$ cat src/hdl/csf_consts.vh
// Constants for the codec serial frame timing block
`ifndef CSF_CONSTS_VH
`define CSF_CONSTS_VH
`define CSF_WORD_BITS 16
`define CSF_CNT_W 5
`define CSF_CNT_ZERO 5'h00
`define CSF_CNT_ONE 5'h01
`define CSF_CNT_TX_LOAD 5'h0f
`define CSF_CNT_RX_LOAD 5'h10
`define CSF_MSB 15
`define CSF_WORD_ZERO 16'h0000
`define CSF_GAIN_SQUELCH 2'h0
`define CSF_GAIN_FULL3V 2'h1
`define CSF_GAIN_RESET 2'h0
`define CSF_SCLK_PERIOD_NS 125
`endif

$ cat src/hdl/csf_frame_timing.v
// Serial frame timing, shift engine, delayed frame sync and gain select of the codec
`timescale 1ns/1ps
`include "csf_consts.vh"

// Operation
// - Each output bit is launched on a rising edge of the shift clock.
// - Each input bit is sampled on a falling edge of the shift clock.
// - One sample exchange happens between successive falling edges of frame sync.
// - The delayed frame sync goes low exactly m shift clocks after each frame sync, m being the delay value.
// - Master and all slaves take one delay value so every hop has the same delay.
// - With a delay of zero the delayed frame sync falls straight from the frame sync fall.
// - With a delay of one or more the delayed frame sync edges are timed from rising shift clock edges.
// - The two gain bits pick squelch or a full-scale range, code 01 being half scale when single ended.
module csf_frame_timing #(
  parameter DELAY_W = 8
) (
  // Clock and reset
  input wire ref_clk,
  input wire rst,
  // Link pins
  input wire shiftClk,
  input wire frame_sync_n,
  input wire serialIn,
  output reg serialOut,
  output reg serialOutEnN,
  output reg delayed_frame_sync_n,
  // Configuration
  input wire [DELAY_W-1:0] fsdDelay,
  input wire singleEnded,
  input wire input_gain_sel_hi,
  input wire input_gain_sel_lo,
  // User side
  input wire [`CSF_WORD_BITS-1:0] txWord,
  output reg [`CSF_WORD_BITS-1:0] rxWord,
  output reg rxValid,
  output reg frameStart,
  output reg squelch,
  output reg halfScale,
  output reg [1:0] gainRange
);

  function isRise;
    input cur;
    input prev;
    begin
      isRise = cur & ~prev;
    end
  endfunction

  function isFall;
    input cur;
    input prev;
    begin
      isFall = ~cur & prev;
    end
  endfunction

  // Count-down step shared by both word counters
  function [`CSF_CNT_W-1:0] cntDec;
    input [`CSF_CNT_W-1:0] cnt;
    begin
      cntDec = cnt - `CSF_CNT_ONE;
    end
  endfunction

  // Pin synchronisers; only the second stage and the history stage are read
  // Reset to the pins' idle levels so no false edge follows reset
  reg sclkMeta_q, sclkSync_q, sclkPrev_q;
  reg fsMeta_q, fsSync_q, fsPrev_q;
  reg dinMeta_q, dinSync_q;

  always @(posedge ref_clk) begin
    if (rst) begin
      sclkMeta_q <= 1'b0;
      sclkSync_q <= 1'b0;
      sclkPrev_q <= 1'b0;
      fsMeta_q <= 1'b1;
      fsSync_q <= 1'b1;
      fsPrev_q <= 1'b1;
      dinMeta_q <= 1'b0;
      dinSync_q <= 1'b0;
    end else begin
      sclkMeta_q <= shiftClk;
      sclkSync_q <= sclkMeta_q;
      sclkPrev_q <= sclkSync_q;
      fsMeta_q <= frame_sync_n;
      fsSync_q <= fsMeta_q;
      fsPrev_q <= fsSync_q;
      dinMeta_q <= serialIn;
      dinSync_q <= dinMeta_q;
    end
  end

  // Frame sync and clock are both external; nothing here drives them
  wire sclkRise = isRise(sclkSync_q, sclkPrev_q);
  wire sclkFall = isFall(sclkSync_q, sclkPrev_q);
  wire fsFall = isFall(fsSync_q, fsPrev_q);
  // Equal path latency keeps an FS fall aligned with its clock rise
  // only while the far side holds the quarter-period window
  wire fsAtRise = fsFall;

  // Transmit shifter
  reg [`CSF_WORD_BITS-1:0] txShift_q;
  reg [`CSF_CNT_W-1:0] txCnt_q;

  always @(posedge ref_clk) begin
    if (rst) begin
      txShift_q <= `CSF_WORD_ZERO;
      txCnt_q <= `CSF_CNT_ZERO;
      serialOut <= 1'b0;
      serialOutEnN <= 1'b1;
    end else if (fsAtRise) begin
      // MSB goes out at the rise that frames the word
      txShift_q <= {txWord[`CSF_MSB-1:0], 1'b0};
      serialOut <= txWord[`CSF_MSB];
      serialOutEnN <= 1'b0;
      txCnt_q <= `CSF_CNT_TX_LOAD;
    end else if (sclkRise) begin
      if (txCnt_q != `CSF_CNT_ZERO) begin
        serialOut <= txShift_q[`CSF_MSB];
        txShift_q <= {txShift_q[`CSF_MSB-1:0], 1'b0};
        txCnt_q <= cntDec(txCnt_q);
      end else begin
        // Release the line one clock after the last bit
        serialOutEnN <= 1'b1;
      end
    end
  end

  // Receive shifter
  reg [`CSF_WORD_BITS-1:0] rxShift_q;
  reg [`CSF_CNT_W-1:0] rxCnt_q;

  always @(posedge ref_clk) begin
    if (rst) begin
      rxShift_q <= `CSF_WORD_ZERO;
      rxCnt_q <= `CSF_CNT_ZERO;
      rxWord <= `CSF_WORD_ZERO;
      rxValid <= 1'b0;
      frameStart <= 1'b0;
    end else begin
      rxValid <= 1'b0;
      frameStart <= fsFall;
      // Falls past the sixteenth meet a zero count and are ignored
      if (fsFall) begin
        rxCnt_q <= `CSF_CNT_RX_LOAD;
      end else if (sclkFall && rxCnt_q != `CSF_CNT_ZERO) begin
        rxShift_q <= {rxShift_q[`CSF_MSB-1:0], dinSync_q};
        rxCnt_q <= cntDec(rxCnt_q);
        if (rxCnt_q == `CSF_CNT_ONE) begin
          rxWord <= {rxShift_q[`CSF_MSB-1:0], dinSync_q};
          rxValid <= 1'b1;
        end
      end
    end
  end

  // Delayed frame sync counter, counted in rising shift clocks
  reg [DELAY_W-1:0] dlyCnt_q;
  reg dlyBusy_q;
  reg dlyLow_q;
  // Delay counter constants at the parameter's width
  localparam [DELAY_W-1:0] DLY_ZERO = {DELAY_W{1'b0}};
  localparam [DELAY_W-1:0] DLY_ONE = {{(DELAY_W-1){1'b0}}, 1'b1};

  always @(posedge ref_clk) begin
    if (rst) begin
      dlyCnt_q <= DLY_ZERO;
      dlyBusy_q <= 1'b0;
      dlyLow_q <= 1'b0;
      delayed_frame_sync_n <= 1'b1;
    end else if (fsFall) begin
      // Same delay input in every chained device gives equal hops
      dlyCnt_q <= fsdDelay;
      dlyLow_q <= 1'b0;
      if (fsdDelay == DLY_ZERO) begin
        delayed_frame_sync_n <= 1'b0;
        dlyLow_q <= 1'b1;
        dlyBusy_q <= 1'b0;
      end else begin
        delayed_frame_sync_n <= 1'b1;
        dlyBusy_q <= 1'b1;
      end
    end else if (sclkRise) begin
      // Low lasts one shift clock, then the next rise lifts it
      if (dlyLow_q) begin
        delayed_frame_sync_n <= 1'b1;
        dlyLow_q <= 1'b0;
      end else if (dlyBusy_q) begin
        if (dlyCnt_q == DLY_ONE) begin
          delayed_frame_sync_n <= 1'b0;
          dlyLow_q <= 1'b1;
          dlyBusy_q <= 1'b0;
        end
        dlyCnt_q <= dlyCnt_q - DLY_ONE;
      end
    end
  end

  // Input range select
  // Gain pins come from logic on this clock, so they need no synchroniser
  wire [1:0] gainCode = {input_gain_sel_hi, input_gain_sel_lo};

  always @(posedge ref_clk) begin
    if (rst) begin
      gainRange <= `CSF_GAIN_RESET;
      squelch <= 1'b1;
      halfScale <= 1'b0;
    end else begin
      gainRange <= gainCode;
      squelch <= (gainCode == `CSF_GAIN_SQUELCH);
      halfScale <= singleEnded && (gainCode == `CSF_GAIN_FULL3V);
    end
  end

endmodule // csf_frame_timing

$ cat config.mk
export PLATFORM = sky130hd
export DESIGN_NAME = csf_frame_timing
export DESIGN_NICKNAME = d
export VERILOG_FILES = /design/src/hdl/csf_frame_timing.v
export VERILOG_INCLUDE_DIRS = /design/src /design/src/hdl
export SDC_FILE = /design/constraint.sdc
export NUM_CORES = 1
export LEC_CHECK = 0
export ABC_CLOCK_PERIOD_IN_PS = 2110
export BUFFER_PORTS_ARGS = -buffer_cell sky130_fd_sc_hd__buf_2
export CAP_MARGIN = 20
export CORE_MARGIN = 10
export CORE_UTILIZATION = 55
export CTS_BUF_LIST = sky130_fd_sc_hd__clkbuf_8
export DETAILED_ROUTE_END_ITERATION = 8
export PLACE_DENSITY = 0.78
export SETUP_SLACK_MARGIN = 0.5
export SLEW_MARGIN = 40
export SYNTH_ARGS = -nofsm -noshare
export SYNTH_HDL_FRONTEND = slang
export SYNTH_SLANG_ARGS = --single-unit
$ cat constraint.sdc
create_clock -name ref_clk -period 2.11 [get_ports ref_clk]
set_input_delay 0.1055 -clock ref_clk [delete_from_list [all_inputs] [get_ports ref_clk]]
set_output_delay 0.1055 -clock ref_clk [all_outputs]
set_load 0.01 [all_outputs]
==> impl_metrics.env, run 1 <==
export IMPL_antenna_left=0
export IMPL_hold_path_class="in2reg"
export IMPL_tns_ps=0
export IMPL_start_util=0.563
export IMPL_drt_initial_drc_count=137
export IMPL_clock_latency_ps=350
export IMPL_outcome="finished, final reports clean"
export IMPL_cp_start_kind="register"
export IMPL_drive_gt1_frac=0.254
export IMPL_fin_skew_ps=9.05
export IMPL_worst_ep_required_time_ps=2340
export IMPL_grt_pass1_wl_um=11700
export IMPL_cp_end_kind="register"
export IMPL_synth_cell_types=43
export IMPL_finalNetCount=458
export IMPL_syn_nets=391
export IMPL_leakage_nw=1.74
export IMPL_finalPower_mw=3.25
export IMPL_synth_top_flop_cell="dfxtp_1"
export IMPL_drc=0
export IMPL_yosys_warnings=0
export IMPL_grt_max_degree=34
export IMPL_layout_min_cycle_time_ps=1560
export IMPL_reg2reg_from="rxCnt_q[0]"
export IMPL_syn_inst=354
export IMPL_die_h_um=97.6
export IMPL_fp_row_count=28
export IMPL_dp_hpwl_um=4680
export IMPL_dieWidth_um=97.6
export IMPL_routabilityCongestion=0.884
export IMPL_synthesis_area_sq_um=3310
export IMPL_drt_wirelength_per_cell_um=14.1
export IMPL_core_area_sq_um=5890
export IMPL_worst_slew_pin_slew_ps=491
export IMPL_p_per_area_nw_per_um2=795
export IMPL_cts_buffers=9
export IMPL_max_slew_margin=0.673
export IMPL_async_flop_share=0
export IMPL_crit_buf_inv=2
export IMPL_grt_pass1_vias=2508
export IMPL_finalSetupViolations=0
export IMPL_avgSynthCellArea_sq_um=9.36
export IMPL_crit_type="reg2reg"
export IMPL_drv_slew=0
export IMPL_worst_path_max_delay_cell="dfxtp_4"
export IMPL_cp_cell_sequence="inv_2, ha_4, nor4b_4, nor3_4, clkbuf_16, mux2i_1, nor2_1"
export IMPL_maxCapViolCount=0
export IMPL_num_vias=2681
export IMPL_clkSinkCount=83
export IMPL_portBuffers=56
export IMPL_drt_total_wl_um=7080
export IMPL_grtUsageTotal=0.142
export IMPL_rsz0062_at_grt="false"
export IMPL_final_period_utilization=0.740
export IMPL_firstDrtPassIters=4
export IMPL_crit_start="rxCnt_q[0]"
export IMPL_ys_seq_elements=83
export IMPL_min_from="fsdDelay[1]"
export IMPL_gr_total_overflow=0
export IMPL_cts_tree="yes"
export IMPL_seq_area_frac_synth=0.502
export IMPL_critPathArrivalTime_ps=1800
export IMPL_clk_pin_slew_ps=80
export IMPL_synth_edf_count=0
export IMPL_vias_per_cell=5.35
export IMPL_h_tree_depth=3
export IMPL_die_area_sq_um=9530
export IMPL_ios=57
export IMPL_hold_violations=0
export IMPL_antenna_found_initial=0
export IMPL_fmaxAchievable_ghz=0.640
export IMPL_cpLargestDelayFamily="simple AND/OR/NAND/NOR gates"
export IMPL_area_growth_syn_to_layout_pct=23.5
export IMPL_clockBufferDepth=2
export IMPL_cts_root_buf="clkbuf_8"
export IMPL_critPathMaxStageDelay_ps=360
export IMPL_ir_drop_mv=0.531
export IMPL_antenna_cells=0
export IMPL_critPathMaxFanout=7
-- sequential cells by signal, summed over array words and instances (netlist names), 2 cells and up --
signal and flops:
rxCnt_q 5, gainRange 2, rxShift_q 15, dlyCnt_q 8, txShift_q 15, rxWord 16
txCnt_q 5
-- metrics by stage --
step / instances / area (sq um) / hold WS, ps / setup slack [ps] / util
global route: 501 / 4090 / 27.5 / 469 / 0.695
global placement: 473 / 3650 / 289 / 504 / 0.620
detailed placement: 473 / 3650 / 291 / 430 / 0.620
CTS: 495 / 3980 / 8.31 / 510 / 0.677
floorplan: 354 / 3310 / 209 / 502 / -
finish: 501 / 4090 / 21.4 / 548 / 0.695
-- final timing paths --
| path | to | slack (ps) | cells past startpoint |
|---|---|---|---|
| max | rxShift_q[14] | 550 | 7 |
| min | dlyCnt_q[1] | 20 | 3 |
| max reg2reg | rxShift_q[14] | 550 | 7 |
| min reg2reg | fsSync_q | 410 | 1 |
-- placed cells by master (no fill, tap or decap), types with 5 or more instances in the layout --
master,netlist,final
nor2_1,45,45
mux2i_1,32,32
buf_2,5,56
or3_1,5,5
a31oi_1,19,19
dfxtp_1,83,80
clkbuf_8,0,9
inv_1,8,6
o21ai_1,6,6
a21oi_1,14,14
xnor2_1,5,5
buf_4,1,12
nor2b_1,9,9
xor2_1,5,5
nand2_1,40,40
o21ai_0,17,17
dlygate4sd3_1,0,5
-- kinds of logic after synthesis --
logic type	synth area share
AND/OR/NAND/NOR	0.200
flip-flops	0.502
AO/OA/AOI/OAI	0.113
multiplexers	0.0967
buffers and inverters	0.0438
XOR/XNOR	0.0264
adder cells (fa/ha/maj)	0.0189
-- per-layer routing --
metal  up-vias  wire (um)  global-route usage
li1       1348          -                   -
met1      1250       3150               0.176
met2        72       3470               0.227
met3        11        381              0.0441
met4         0         85              0.0503
met5         -          0                   0
-- tightest hold or removal path, stage by stage --
cell and delay (ps):
buf_2 110, nand2_1 50, a21oi_1 50
-- area by class of cell --
| cell class | instances | area, sq um |
|---|---|---|
| clock buffer | 9 | 124 |
| clock inverter | 7 | 116 |
| fill | 453 | 1790 |
| inverter | 8 | 30.0 |
| multi-input combinational | 241 | 1540 |
| sequential | 83 | 1670 |
| tap | 75 | 93.8 |
| timing repair buffer | 78 | 517 |
-- what timing repair did --
item | 4_1_cts | 5_1_grt
resized for setup | 6 | 12
setup endpoints to repair | 32 | 45
pin swaps | 0 | 4
gates cloned | 0 | 1
hold endpoints to repair | 5 | 0
setup buffers | 1 | 5
hold buffers | 5 | 0
-- Yosys cell counts (all sizes together), types with 2 or more instances --
cell | number | share of area
nor3b | 2 | 0.0045
ha | 5 | 0.019
nor3 | 4 | 0.0094
dfxtp | 83 | 0.50
nand3 | 3 | 0.0045
inv | 8 | 0.0091
o21ai | 23 | 0.035
mux2i | 32 | 0.097
nor4b | 3 | 0.019
a211oi | 2 | 0.0045
or2 | 3 | 0.0057
nand2 | 40 | 0.045
xnor2 | 5 | 0.013
nand4 | 3 | 0.0057
clkbuf | 12 | 0.014
or3 | 5 | 0.0094
buf | 10 | 0.021
a31oi | 19 | 0.036
nand2b | 4 | 0.0076
xor2 | 5 | 0.013
a21oi | 14 | 0.021
nor2 | 46 | 0.053
nor2b | 9 | 0.017
nor4 | 2 | 0.0038
-- report_power, final --
| group | total, mW | internal [mW] | switching (mW) |
|---|---|---|---|
| Sequential | 1.65 | 1.61 | 0.0332 |
| Combinational | 0.266 | 0.132 | 0.133 |
| Clock | 1.34 | 0.783 | 0.560 |
Power figures use the tool's default switching activity.
==> inputs of run 2 (changes only) <==
Settings changed: ABC_CLOCK_PERIOD_IN_PS 2110 to 1300, CORE_UTILIZATION 55 to 52.
Clock period 2.11 ns to 1.3 ns, I/O delays scaled along.
==> run 2 against run 1 <==
- the run now ends with negative setup slack left
- critical path type unchanged
- sequential share of layout area shrank 6.9 points
- highest routed layer unchanged
- utilization grew 11 points
- cell count grew 11%
- sequential cell count is the same
- first-iteration DRC count grew 15%
- clock power grew 46%
==> impl_metrics.env, run 2 (synthesized netlist as in run 1, its figures left out) <==
export IMPL_outcome="finished, violations left"
export IMPL_violations="negative setup slack"
export IMPL_fp_row_count=29
export IMPL_drt_initial_drc_count=158
export IMPL_ir_drop_mv=0.779
export IMPL_antenna_cells=0
export IMPL_placed_cells=496
export IMPL_gr_total_overflow=0
export IMPL_cp_end_kind="register"
export IMPL_p_sw_mw=1.44
export IMPL_crit_type="reg2reg"
export IMPL_clock_latency_ps=360
export IMPL_antenna_found_initial=0
export IMPL_portBuffers=56
export IMPL_clk_pin_slew_ps=100
export IMPL_final_core_util=0.803
export IMPL_dp_hpwl_um=4910
export IMPL_ios=57
export IMPL_clockBufferDepth=2
export IMPL_max_slew_margin=0.768
export IMPL_stdcell_count=556
export IMPL_worst_slew_pin_slew_ps=344
export IMPL_placed_area_sq_um=3940
export IMPL_fillers=325
export IMPL_start_util=0.528
export IMPL_fin_skew_ps=14.5
export IMPL_fmaxAchievable_ghz=0.647
export IMPL_critPathMaxFanout=8
export IMPL_h_tree_depth=3
export IMPL_hold_path_class="in2reg"
export IMPL_comb_power_share=0.139
export IMPL_drive_gt1_frac=0.484
export IMPL_grt_pass1_vias=2986
export IMPL_routabilityCongestion=0.828
export IMPL_core_area_sq_um=6280
export IMPL_tns_ps=-9140
export IMPL_top_register="rxWord"
export IMPL_firstDrtPassIters=4
export IMPL_critPathMaxStageDelay_ps=370
export IMPL_worst_path_max_delay_cell="dfxtp_4"
export IMPL_cts_tree="yes"
export IMPL_final_cell_mix="dfxtp_1 (54), nor2_1 (42), buf_4 (37)"
export IMPL_internal_power_mw=3.94
export IMPL_grtUsageTotal=0.171
export IMPL_antenna_left=0
export IMPL_p_per_area_nw_per_um2=1070
export IMPL_cp_cell_sequence="inv_4, ha_4, nor4b_4, nor3_4, buf_6, buf_12, mux2i_2, nor2_1"
export IMPL_area_growth_syn_to_layout_pct=52.2
export IMPL_drv_slew=0
export IMPL_p_clk_frac=0.362
export IMPL_clkSinkCount=83
export IMPL_finalNetCount=511
export IMPL_vias_per_cell=5.46
export IMPL_layout_min_cycle_time_ps=1550
export IMPL_finalSetupViolations=61
export IMPL_power_frac_seq=0.500
export IMPL_dieWidth_um=99.8
export IMPL_hold_violations=0
export IMPL_drt_total_wl_um=9760
export IMPL_grt_pass1_wl_um=14000
export IMPL_final_period_utilization=1.19
export IMPL_num_vias=3036
export IMPL_fin_ws_ps=-246
export IMPL_layout_commonest_cell="dfxtp_1"
export IMPL_drc=0
export IMPL_die_h_um=99.8
export IMPL_critPathArrivalTime_ps=1800
export IMPL_grt_max_degree=32
export IMPL_largest_reg_flops=16
export IMPL_die_area_sq_um=9960
export IMPL_drt_wirelength_per_cell_um=17.5
export IMPL_leakage_nw=2.13
export IMPL_postLayoutCellArea_sq_um=5040
export IMPL_holdPathStages=3
export IMPL_cp_start_kind="register"
export IMPL_cts_buffers=9
export IMPL_maxCapViolCount=0
export IMPL_worst_ep_required_time_ps=1560
export IMPL_cts_root_buf="clkbuf_8"
export IMPL_p_sw_frac=0.268
export IMPL_largestRegisters="rxWord: 16 flops, rxShift_q: 15 flops, txShift_q: 15 flops"
export IMPL_r2r_cells=8
export IMPL_rsz0062_at_grt="true"
==> run 2: changes by cell type in the layout (fill, tap and decap cells not counted), sizes merged <==
cell | previous run | this run
clkinvlp | 1 | 2
nand2b | 4 | 6
inv | 8 | 11
buf | 72 | 112
dlygate4sd3 | 5 | 16
bufinv | 3 | 1
clkinv | 3 | 1
==> run 2: layer usage <==
metal  vias up  track usage  part of all wire
met5         -            0                 0
met4         0       0.0750             0.015
met3        16       0.0591             0.072
met2       110        0.289              0.51
met1      1449        0.189              0.40
li1       1461            -                 -
==> run 2: cell type report <==
type / count / area, sq um / area share
Timing Repair Buffer: 129 / 1120 / 0.222
Sequential cell: 83 / 1710 / 0.339
Multi-Input combinational cell: 243 / 1880 / 0.373
Clock buffer: 9 / 124 / 0.0246
Tap cell: 77 / 96.3 / 0.0191
Clock inverter: 7 / 82.6 / 0.0164
Inverter: 8 / 32.5 / 0.00645
==> run 2: stage by stage <==
| stage | setup WS [ps] | hold slack (ps) | total power, mW |
|---|---|---|---|
| global route | -312 | 31.1 | 5.55 |
| floorplan | -274 | 169 | 3.02 |
| finish | -246 | 7.80 | 5.38 |
| CTS | -196 | 6.88 | 5.25 |
| global placement | -128 | 255 | 3.19 |
| detailed placement | -207 | 249 | 3.21 |
==> run 2: power groups by stage <==
stage | clock (mW) | combinational, mW | sequential [mW]
2_1_floorplan | 0 | 0.287 | 2.73
3_3_place_gp | 0 | 0.466 | 2.73
3_5_place_dp | 0 | 0.477 | 2.73
4_1_cts | 1.94 | 0.629 | 2.67
5_1_grt | 2.05 | 0.800 | 2.70
6_report | 1.95 | 0.748 | 2.69
==> run 2: worst max-delay path: cells and delay by family (launching register included) <==
kind | cells | cell delay, ps
AND/OR/NAND/NOR | 3 | 430
flip-flops | 1 | 370
buffers and inverters | 3 | 320
multiplexers | 1 | 170
adder cells (fa/ha/maj) | 1 | 140
==> run 2: what timing repair did <==
action	CTS	global route
pin swaps	26	39
setup endpoints to repair	96	97
hold endpoints to repair	17	0
hold buffers	16	0
setup buffers	17	7
resized for setup	76	48
cloned	2	2
==> run 2: path summary, 6_finish.rpt <==
path	slack [ps]	from	endpoint
worst max-delay path	-250	rxCnt_q[0]	rxShift_q[11]
worst min register to register	440	fsMeta_q	fsSync_q
worst max register to register	-250	rxCnt_q[0]	rxShift_q[11]
worst min-delay path	8	txWord[7]	txShift_q[8]
==> inputs of run 3 (changes only) <==
Settings changed: SKIP_CTS_REPAIR_TIMING set to 1.
==> run 3 against run 2 <==
- the flow finishes with violations (negative hold slack, negative setup slack)
- via count down 3.2%
- critical path depth decreased by 1
- count of clock-buffer cells in the layout is the same
- critical path type unchanged
- largest cell class unchanged
==> impl_metrics.env, run 3 (synthesized netlist as in run 1, its figures left out) <==
export IMPL_dieWidth_um=99.8
export IMPL_tns_ps=-10130
export IMPL_worst_ep_required_time_ps=1550
export IMPL_ir_drop_mv=0.846
export IMPL_finalPower_mw=5.25
export IMPL_fp_row_count=29
export IMPL_seq_area_sq_um=1710
export IMPL_finalSetupViolations=57
export IMPL_max_slew_margin=0.755
export IMPL_worst_hold_slack_ps=-10.7
export IMPL_cts_root_buf="clkbuf_8"
export IMPL_cp_end_kind="register"
export IMPL_top_register="rxWord"
export IMPL_portBuffers=56
export IMPL_final_period_utilization=1.23
export IMPL_rsz0062_at_grt="true"
export IMPL_ios=57
export IMPL_largest_reg_flops=16
export IMPL_vias_per_cell=5.41
export IMPL_start_util=0.528
export IMPL_gr_total_overflow=0
export IMPL_maxCapViolCount=0
export IMPL_r2r_cells=7
export IMPL_crit_type="reg2reg"
export IMPL_violations="negative hold slack, negative setup slack"
export IMPL_routabilityCongestion=0.828
export IMPL_largestRegisters="rxWord: 16 flops, rxShift_q: 15 flops, txShift_q: 15 flops"
export IMPL_drive_gt1_frac=0.470
export IMPL_drt_total_wl_um=8800
export IMPL_drv_slew=0
export IMPL_critPathMaxFanout=7
export IMPL_rr_endpoint="rxShift_q[11]"
export IMPL_worst_slew_pin_slew_ps=367
export IMPL_grt_pass1_wl_um=11700
export IMPL_reg2reg_from="rxCnt_q[0]"
export IMPL_cp_start_kind="register"
export IMPL_clockBufferDepth=2
export IMPL_final_cell_mix="dfxtp_1 (49), nor2_1 (41), buf_4 (36)"
export IMPL_cts_buffers=9
export IMPL_p_per_area_nw_per_um2=1080
export IMPL_r2r_slack_ps=-310
export IMPL_layout_commonest_cell="dfxtp_1"
export IMPL_leakage_nw=2.02
export IMPL_h_tree_depth=3
export IMPL_num_vias=2938
export IMPL_layout_min_cycle_time_ps=1610
export IMPL_holdPathStages=2
export IMPL_multi_input_area_sq_um=1800
export IMPL_grt_max_degree=32
export IMPL_clk_pin_slew_ps=90
export IMPL_critPathArrivalTime_ps=1850
export IMPL_drc=0
export IMPL_clkSinkCount=83
export IMPL_drt_initial_drc_count=152
export IMPL_die_h_um=99.8
export IMPL_min_from="input_gain_sel_lo"
export IMPL_hold_violations=2
export IMPL_clock_latency_ps=350
export IMPL_fin_ws_ps=-305
export IMPL_area_growth_syn_to_layout_pct=46.9
export IMPL_grt_pass1_vias=2621
export IMPL_dp_hpwl_um=4910
export IMPL_drt_wirelength_per_cell_um=16.2
export IMPL_firstDrtPassIters=4
export IMPL_antenna_found_initial=0
export IMPL_fillers=358
export IMPL_cts_tree="yes"
export IMPL_antenna_cells=0
export IMPL_outcome="finished, violations left"
export IMPL_fin_skew_ps=11.5
export IMPL_fmaxAchievable_ghz=0.623
export IMPL_core_area_sq_um=6280
export IMPL_finalNetCount=498
export IMPL_hold_path_class="in2reg"
export IMPL_hold_end="gainRange[0]"
export IMPL_die_area_sq_um=9960
export IMPL_antenna_left=0
export IMPL_grtUsageTotal=0.139
==> run 3: where the power goes <==
| part | leakage, nW | internal [mW] | switching, mW | total [mW] |
|---|---|---|---|---|
| clock | 0.0984 | 0.917 | 0.998 | 1.92 |
| combinational | 1.23 | 0.355 | 0.297 | 0.653 |
| sequential | 0.688 | 2.62 | 0.0680 | 2.69 |
==> run 3: final cells by class <==
type / count / share of cell area
multi-input combinational: 242 / 0.369
sequential: 83 / 0.352
timing repair buffer: 117 / 0.211
clock buffer: 9 / 0.0255
tap: 77 / 0.0198
clock inverter: 7 / 0.0170
inverter: 8 / 0.00617
==> run 3: worst max-delay path by stage <==
| stage | startpoint | slack (ps) | to |
|---|---|---|---|
| finish | rxCnt_q[0] | -310 | rxShift_q[11] |
| floorplan | rxCnt_q[0] | -270 | rxShift_q[5] |
| global placement | rxCnt_q[0] | -130 | rxShift_q[5] |
| CTS | txCnt_q[1] | -250 | txShift_q[11] |
| detailed placement | txCnt_q[1] | -210 | txShift_q[11] |
| global route | rxCnt_q[0] | -370 | rxShift_q[11] |
==> run 3: per-layer routing <==
metal | share of wire | routed length, um | up-vias | track usage
met2 | 0.50 | 4400 | 91 | 0.226
li1 | - | - | 1432 | -
met5 | 0 | 0 | - | 0
met3 | 0.067 | 592 | 14 | 0.0481
met4 | 0.015 | 129 | 0 | 0.0595
met1 | 0.42 | 3670 | 1401 | 0.162
==> run 3: critical path: stages, from the launching register on <==
cell,delay (ps)
dfxtp_4,370
inv_2,40
ha_4,160
nor4b_4,140
nor3_4,260
clkbuf_16,230
mux2i_1,220
nor2_1,70
==> run 3: per-stage QoR <==
stage	cell area (sq um)	instances	setup WS (ps)	util	hold WS (ps)
after global routing	4870	543	-368	0.775	-7.03
after CTS	4150	512	-249	0.660	-123
after floorplan	3460	354	-274	-	169
final	4870	543	-305	0.775	-10.7
after detailed placement	3940	496	-207	0.627	249
after global placement	3940	496	-128	0.627	255
